## src/hdl/isc_pkg.sv

```systemverilog
/*
 * Shared constants and carrier types for the inductive sense configuration register bank.
 * Assumes an Avalon-MM master with byte addressing and one aligned 32-bit word per register.
 */
package isc_pkg;

	// ----------------------------------------------------------------
	// Register indices (byte address is four times the index)
	// ----------------------------------------------------------------
	localparam logic [3:0] ISC_IDX_DIGITAL_CONFIGURATION = 4'h4;
	localparam logic [3:0] ISC_IDX_ALT_CONF = 4'h5;
	localparam logic [3:0] ISC_IDX_LOSS_HI_LSB = 4'h6;
	localparam logic [3:0] ISC_IDX_LOSS_HI_MSB = 4'h7;
	localparam logic [3:0] ISC_IDX_SHUTDOWN = 4'hb;
	localparam int ISC_ADDR_W = 6;

	// ----------------------------------------------------------------
	// Reset values and field positions
	// ----------------------------------------------------------------
	localparam logic [7:0] ISC_DIGITAL_CONFIGURATION_RST = 8'h03;
	localparam logic [7:0] ISC_ALT_CONF_RST = 8'h00;
	localparam logic [7:0] ISC_LOSS_HI_RST = 8'h00;
	localparam logic [7:0] ISC_SHUTDOWN_RST = 8'h00;
	localparam int ISC_FREQ_MSB = 7;
	localparam int ISC_FREQ_LSB = 4;
	localparam int ISC_RESP_MSB = 2;
	localparam int ISC_RESP_LSB = 0;
	localparam int ISC_SHUT_EN_BIT = 1;
	localparam int ISC_L_ONLY_BIT = 0;
	localparam int ISC_SHUT_REQ_BIT = 1;

	// ----------------------------------------------------------------
	// Frequency and conversion timing
	// ----------------------------------------------------------------
	localparam int ISC_FREQ_REF_KHZ = 8000;
	localparam int ISC_FREQ_STEPS = 16;
	localparam int ISC_PERIOD_BASE = 48;
	localparam logic [2:0] ISC_RESP_FIRST_VALID = 3'h2;
	localparam int ISC_PERIOD_W = 13;
	localparam int ISC_FREQ_W = 14;

	// ----------------------------------------------------------------
	// Types
	// ----------------------------------------------------------------
	typedef enum logic {ISC_CONV_IDLE, ISC_CONV_RUN} isc_conv_state_type;

	typedef struct packed {
		logic read;
		logic write;
		logic [ISC_ADDR_W-1:0] address;
		logic [3:0] byteenable;
		logic [31:0] writedata;
	} isc_avs_req_type;

	typedef struct packed {
		logic [7:0] digital_configuration;
		logic [7:0] alt_conf;
		logic [7:0] lo_buf;
		logic [15:0] loss_limit;
		logic [7:0] shutdown;
		logic ack;
		logic [31:0] rdata;
		isc_conv_state_type conv_state;
		logic [ISC_PERIOD_W-1:0] conv_cnt;
		logic conv_done;
	} isc_state_type;

endpackage

```

## src/hdl/isc_config_regs.sv

```systemverilog
/*
 * Configuration register bank of the inductance-to-digital converter: register slave,
 * field decode, shutdown gating, buffered loss threshold and the conversion period counter.
 * Assumes an Avalon-MM master that holds its request until waitrequest is low, and a
 * measurement core that supplies a pulse at three times the sensor frequency.
 */
`timescale 1ns/1ns

// How it works
// - Frequency code gives 8 MHz over (16-code)
// - Response code selects 192 to 6144 periods
// - Response code resets to 384 periods code
// - Conversion spans periods of triple sensor clock
// - Response time skips high-resolution inductance path
// - Shutdown request needs enable; enable resets off
// - Inductance-only drive disables loss measurement
// - Low threshold byte writable during conversions
// - Low byte buffered until high byte written
module isc_config_regs import isc_pkg::*; (
	// Clock and reset
	input wire logic clk,
	input wire logic rst_n,
	// Avalon-MM slave
	input wire isc_avs_req_type avs_req,
	output logic avs_waitrequest,
	output logic [31:0] avs_readdata,
	// Measurement core
	input wire logic active_mode,
	input wire logic triple_sensor_tick,
	output logic conv_done,
	output logic [ISC_PERIOD_W-1:0] periods_per_conversion,
	output logic periods_select_invalid,
	output logic [3:0] lowest_sensor_freq_code,
	output logic [ISC_FREQ_W-1:0] lowest_sensor_freq_khz,
	output logic hires_timing_independent,
	// Drive and power control
	output logic inductance_only_drive,
	output logic loss_measure_enable,
	output logic shutdown_active,
	output logic [15:0] loss_high_limit
);

	// ----------------------------------------------------------------
	// Decode helpers
	// ----------------------------------------------------------------
	function automatic logic [ISC_FREQ_W-1:0] freq_khz_of(input logic [3:0] code);
		int div;
		div = ISC_FREQ_STEPS - int'(code);
		return ISC_FREQ_W'(ISC_FREQ_REF_KHZ / div);
	endfunction

	// Reserved codes decode to zero periods, which the counter treats as halt
	function automatic logic [ISC_PERIOD_W-1:0] periods_of(input logic [2:0] sel);
		logic [ISC_PERIOD_W-1:0] base;
		base = ISC_PERIOD_W'(ISC_PERIOD_BASE);
		if (sel < ISC_RESP_FIRST_VALID) begin
			return '0;
		end
		return base << sel;
	endfunction

	// ----------------------------------------------------------------
	// State
	// ----------------------------------------------------------------
	isc_state_type s_q, s_d;
	logic [3:0] idx;
	logic aligned;
	logic req;
	logic wr_fire;
	logic [7:0] wbyte;
	logic [ISC_PERIOD_W-1:0] periods;

	assign idx = avs_req.address[ISC_ADDR_W-1:2];
	assign aligned = (avs_req.address[1:0] == 2'h0);
	assign req = avs_req.read | avs_req.write;
	assign wbyte = avs_req.writedata[7:0];
	// Writes land only in the cycle the request is acknowledged
	assign wr_fire = avs_req.write & s_q.ack & avs_req.byteenable[0] & aligned;
	assign periods = periods_of(s_q.digital_configuration[ISC_RESP_MSB:ISC_RESP_LSB]);

	// One wait state lets read data come from a flip-flop
	assign avs_waitrequest = req & ~s_q.ack;
	assign avs_readdata = s_q.rdata;

	always_comb begin
		s_d = s_q;
		s_d.conv_done = 1'b0;
		s_d.ack = req & ~s_q.ack;
		// Read data is captured in the waiting cycle so it stands at the answer
		if (avs_req.read & ~s_q.ack) begin
			s_d.rdata = '0;
			if (aligned) begin
				case (idx)
					ISC_IDX_DIGITAL_CONFIGURATION: s_d.rdata[7:0] = s_q.digital_configuration;
					ISC_IDX_ALT_CONF: s_d.rdata[7:0] = s_q.alt_conf;
					ISC_IDX_LOSS_HI_LSB: s_d.rdata[7:0] = s_q.lo_buf;
					ISC_IDX_LOSS_HI_MSB: s_d.rdata[7:0] = s_q.loss_limit[15:8];
					ISC_IDX_SHUTDOWN: s_d.rdata[7:0] = s_q.shutdown;
					default: s_d.rdata = '0;
				endcase
			end
		end
		if (wr_fire) begin
			case (idx)
				ISC_IDX_DIGITAL_CONFIGURATION: s_d.digital_configuration = wbyte;
				ISC_IDX_ALT_CONF: s_d.alt_conf = wbyte;
				// No active-mode gate: threshold may change mid-conversion
				ISC_IDX_LOSS_HI_LSB: s_d.lo_buf = wbyte;
				// High byte write commits the buffered low byte at the same edge
				ISC_IDX_LOSS_HI_MSB: s_d.loss_limit = {wbyte, s_q.lo_buf};
				ISC_IDX_SHUTDOWN: s_d.shutdown = wbyte;
				default: s_d.shutdown = s_q.shutdown;
			endcase
		end
		// Period counter runs on the triple-rate tick, so a count of N ends after N/(3f)
		case (s_q.conv_state)
			ISC_CONV_IDLE: begin
				s_d.conv_cnt = '0;
				if (active_mode && periods != '0) begin
					s_d.conv_state = ISC_CONV_RUN;
				end
			end
			ISC_CONV_RUN: begin
				if (!active_mode || periods == '0) begin
					s_d.conv_state = ISC_CONV_IDLE;
					s_d.conv_cnt = '0;
				end else if (triple_sensor_tick) begin
					if (s_q.conv_cnt >= periods - 1'b1) begin
						s_d.conv_cnt = '0;
						s_d.conv_done = 1'b1;
					end else begin
						s_d.conv_cnt = s_q.conv_cnt + 1'b1;
					end
				end
			end
			default: s_d.conv_state = ISC_CONV_IDLE;
		endcase
	end

	always_ff @(posedge clk) begin
		// Constants only, so reset never depends on the bus
		if (!rst_n) begin
			s_q.digital_configuration <= ISC_DIGITAL_CONFIGURATION_RST;
			s_q.alt_conf <= ISC_ALT_CONF_RST;
			s_q.lo_buf <= ISC_LOSS_HI_RST;
			s_q.loss_limit <= {ISC_LOSS_HI_RST, ISC_LOSS_HI_RST};
			s_q.shutdown <= ISC_SHUTDOWN_RST;
			s_q.ack <= 1'b0;
			s_q.rdata <= '0;
			s_q.conv_state <= ISC_CONV_IDLE;
			s_q.conv_cnt <= '0;
			s_q.conv_done <= 1'b0;
		end else begin
			s_q <= s_d;
		end
	end

	// ----------------------------------------------------------------
	// Field decode outputs
	// ----------------------------------------------------------------
	assign lowest_sensor_freq_code = s_q.digital_configuration[ISC_FREQ_MSB:ISC_FREQ_LSB];
	// Integer kHz, rounded down; fractional frequencies lose their tail
	assign lowest_sensor_freq_khz = freq_khz_of(lowest_sensor_freq_code);
	assign periods_per_conversion = periods;
	// Reserved codes stall conversions instead of guessing a length
	assign periods_select_invalid = (periods == '0);
	// High-resolution path keeps its own timing; this counter never feeds it
	assign hires_timing_independent = 1'b1;
	assign conv_done = s_q.conv_done;
	assign inductance_only_drive = s_q.alt_conf[ISC_L_ONLY_BIT];
	assign loss_measure_enable = ~s_q.alt_conf[ISC_L_ONLY_BIT];
	// Either the request or the enable alone is inert
	assign shutdown_active = s_q.shutdown[ISC_SHUT_REQ_BIT] & s_q.alt_conf[ISC_SHUT_EN_BIT];
	assign loss_high_limit = s_q.loss_limit;
endmodule // isc_config_regs

```

## config.mk

```make
export PLATFORM = sky130hd
export DESIGN_NAME = isc_config_regs
export DESIGN_NICKNAME = d
export VERILOG_FILES = /design/src/hdl/isc_pkg.sv /design/src/hdl/isc_config_regs.sv
export SDC_FILE = /design/constraint.sdc
export NUM_CORES = 1
export LEC_CHECK = 0
export ABC_AREA = 1
export ABC_CLOCK_PERIOD_IN_PS = 46400
export BUFFER_PORTS_ARGS = -buffer_cell sky130_fd_sc_hd__buf_2
export CAP_MARGIN = 20
export CELL_PAD_IN_SITES_DETAIL_PLACEMENT = 0
export CELL_PAD_IN_SITES_GLOBAL_PLACEMENT = 1
export CORE_ASPECT_RATIO = 1.25
export CORE_MARGIN = 5
export CORE_UTILIZATION = 41
export CTS_CLUSTER_DIAMETER = 30
export DETAILED_ROUTE_END_ITERATION = 16
export PLACE_DENSITY_LB_ADDON = 0.15
export SKIP_LAST_GASP = 1
export SLEW_MARGIN = 20
export SYNTH_ARGS = -nofsm -noshare
export SYNTH_HDL_FRONTEND = slang
export SYNTH_SLANG_ARGS = --single-unit
export TNS_END_PERCENT = 10
```

## constraint.sdc

```tcl
create_clock -name clk -period 46.4 [get_ports clk]
set_input_delay 4.64 -clock clk [delete_from_list [all_inputs] [get_ports clk]]
set_output_delay 4.64 -clock clk [all_outputs]
set_load 0.01 [all_outputs]
```

==> summary.md <==
| Metric | Value |
|---|---|
| Avg Inst Size Synth | `5.96 um2` |
| Syn Inst Count | `5171` |
| Core area | `74700 um2` |
| Final antenna-violating net count | `0` |
| Gpl congestion | `0.928` |
| Worst min path class | `reg2reg` |
| CTS Buf Count | `9` |
| CTS tree | `built` |
| Design Area, Final | `34400 um2` |
| Die height | `317 um` |
| Final wirelength | `99.6 mm` |
| Ratio of cells with drive above 1 in the final layout | `29.3%` |
| EDFF count, synth | `0` |
| Multi-input combinational cell area | `26000 um2` |
| Max Clock Freq | `23.0 MHz` |
| Port Buf Inserts | `76` |
| Row count | `112` |
| Critical path class | `reg2out` |
| Main synth FF type | `dfxtp_1` |
| Initial DRC Count | `1292` |
| Clock-pin transition on the worst setup and hold timing paths | `0.06 ns` |
| P_leak | `17.2 nW` |
| Die W | `255 um` |
| Final Hold Fails | `0` |
| Clock root buffer | `clkbuf_16` |
| First-pass GRT wire length | `159 mm` |
| Synth top area cells | `nand2_1, inv_1, nand3_1` |
| Final period util | `93.9%` |
| Max stage delay cell, worst path | `ha_1` |
| CTS Buffer Depth | `2` |
| Worst hold margin | `0.457 ns` |
| Worst R2R Setup Slack | `42.78 ns` |
| Setup violators final | `0` |
| Gr usage total | `23.8%` |
| Register area | `1450 um2` |
| Ys Warns | `0` |
| Hold EP | `s_q[55]$_SDFFE_PN0P_` |
| CP Data Arrival Time | `38.91 ns` |
| Initial DRT Pass Iterations | `6` |
| FF-to-FF Start | `s_q[89]$_SDFFE_PN1P_` |
| Setup TNS | `0 ns` |
| Synth cell types | `81` |
| Util after Layout | `46.1%` |
| Antenna fix cells | `0` |
| Max Cap Viol | `0` |
| Vias in the first global route | `30468` |
| Worst Path Max Fanout | `16` |
| Initial antenna violation count | `0` |
| Worst Setup End Kind | `primary output` |
| Syn Std Cell Area | `30800 um2` |
| Final #Nets | `5559` |
| Grt ovf | `0` |
| Max incr delay on CP | `0.36 ns` |
| Reg2Reg Depth | `17` |
| Die area | `80800 um2` |
| # DRC | `0` |
| Initial Util | `41.3%` |
| Relative slew margins | `37.0%` |
| Fill count | `8286` |
| Status | `finished, final reports clean` |
| Vias per Instance | `5.01` |
| Area post-placement | `32600 um2` |
| Post-CTS Hold Fix Bufs | `0` |
| Area Growth Syn to Fin | `11.6%` |
| Hold_sp | `s_q[55]$_SDFFE_PN0P_` |
| Total power | `2.56 mW` |
| Worst-Margin Slew | `0.939 ns` |
| Slew Limit Fails | `0` |
| Async set or reset register ratio after synthesis | `0%` |
| Critical path required time | `41.76 ns` |
| FF+latch count, synth | `72` |
| Worst reg2reg path endpoint | `s_q[4]$_SDFFE_PN0P_` |
| Per-cell routed wire length | `15.6 um` |
| Hold path depth | `2` |
| Pwr per Cell Area | `74.4 nW/um2` |
| Worst-Skew Late Latency | `0.34 ns` |
| Top-count cell post-synth | `nand2_1` |
| Placed wire-length estimate | `84.0 mm` |
| Final worst path period need | `43.55 ns` |
| Largest net degree at the start of global routing | `52` |
| VDD IR max | `0.0329 mV` |
| Largest area contributor in the netlist | `nand2_1` |
| Share of Yosys cell area claimed by the top area cell type | `16.1%` |
| CP Launch Type | `flip-flop` |
| Routed vias | `31916` |
| H-Tree Level Count | `3` |
| Register area share after synthesis | `4.67%` |
| Commonest cells in the netlist | `nand2_1, inv_1, nor2_1` |
| Io pins | `134` |
| Clock Skew | `0.0107 ns` |
| CTS sink count | `72` |
-- stage by stage --
step           std cells  setup slack [ns]
2_1_floorplan       5200            0.0167
3_3_place_gp        6268            -0.880
3_5_place_dp        6268             -1.02
4_1_cts             6297            0.0217
5_1_grt             6370            -0.258
6_report            6370              2.85
-- cells by family (layout without fill, tap and decap cells) --
logic type      Yosys count  after routing  synth area share [%]
fa+ha+maj               115            115                  4.67
buf+inv                 916           1116                  14.8
compound gates          451            451                  8.44
flops                    72             72                  4.67
xor+xnor                124            124                  3.69
simple gates           3491           3492                  63.7
other cells               2             31                0.0244
-- area by class of cell --
type	count	share of cell area, %
Clock buffer	9	0.654
Clock inverter	7	0.298
Inverter	774	9.08
Multi-Input combinational cell	4213	75.5
Sequential cell	72	4.20
Tap cell	969	3.52
Timing Repair Buffer	326	6.78
-- cells in the final DEF, fill, tap and decap left out, types with 21 or more instances in the layout --
master | Yosys | layout
nand3b_1 | 50 | 50
nand4_1 | 176 | 176
nor2_4 | 93 | 100
o21ai_2 | 22 | 52
o21ai_0 | 164 | 112
nand2_2 | 278 | 297
xnor2_1 | 53 | 53
nor2_1 | 576 | 556
inv_1 | 633 | 621
nand2_8 | 20 | 21
xor2_1 | 64 | 62
dfxtp_1 | 72 | 70
ha_4 | 0 | 23
nand3_1 | 433 | 422
o21ai_1 | 50 | 61
ha_1 | 115 | 81
buf_2 | 4 | 76
a21oi_2 | 9 | 40
nor2_2 | 119 | 132
conb_1 | 2 | 31
buf_4 | 58 | 241
a21oi_1 | 145 | 111
clkinv_1 | 29 | 29
nand2_4 | 149 | 151
inv_2 | 78 | 84
nand3_4 | 59 | 64
nor3_1 | 30 | 28
nand2_1 | 1320 | 1299
nand3_2 | 127 | 133
-- critical path: cells and delay by family (launching register included) --
| kind | cells | cell delay [ns] |
|---|---|---|
| AO/OA/AOI/OAI | 52 | 7.21 |
| adder cells (fa/ha/maj) | 31 | 8.12 |
| buffers and inverters | 54 | 4.67 |
| flip-flops | 1 | 0.35 |
| AND/OR/NAND/NOR | 172 | 17.91 |
| XOR/XNOR | 1 | 0.18 |
-- layer usage --
| metal | vias up | global-route usage, % | share of wire, % |
|---|---|---|---|
| met3 | 135 | 1.06 | 2.1 |
| met4 | 0 | 5.27 | 2.6 |
| met1 | 14412 | 27.7 | 41 |
| met5 | - | 0 | 0 |
| li1 | 16933 | - | - |
| met2 | 436 | 47.2 | 54 |
-- worst max path at each step --
| stage | startpoint | end | slack [ns] | cells past startpoint |
|---|---|---|---|---|
| 5_1_grt | lowest_sensor_freq_code[0]$_SDFFE_PN0P_ | lowest_sensor_freq_khz[0] | -0.26 | 314 |
| 3_3_place_gp | lowest_sensor_freq_code[1]$_SDFFE_PN0P_ | lowest_sensor_freq_khz[0] | -0.88 | 294 |
| 2_1_floorplan | lowest_sensor_freq_code[0]$_SDFFE_PN0P_ | lowest_sensor_freq_khz[0] | 0.02 | 332 |
| 6_report | lowest_sensor_freq_code[0]$_SDFFE_PN0P_ | lowest_sensor_freq_khz[0] | 2.85 | 310 |
| 4_1_cts | lowest_sensor_freq_code[0]$_SDFFE_PN0P_ | lowest_sensor_freq_khz[0] | 0.02 | 311 |
| 3_5_place_dp | lowest_sensor_freq_code[1]$_SDFFE_PN0P_ | lowest_sensor_freq_khz[0] | -1.02 | 296 |
-- state kept, by name, indices dropped and copies added, names as in the netlist --
signal	cells
s_q	42
loss_high_limit	16
avs_readdata	8
lowest_sensor_freq_code	4
conv_done	1
inductance_only_drive	1
-- power breakdown --
part / internal, mW / leakage [nW] / switching, mW
sequential: 0.0619 / 0.582 / 0.000125
clock: 0.0477 / 0.162 / 0.0294
combinational: 0.738 / 16.5 / 1.68
-- what timing repair did --
action	CTS	global route
gates cloned	0	2
buffers inserted	13	71
resized for setup	30	197
setup endpoints to repair	2	3
pin swaps	11	93
(Power assumes the default switching activity.)
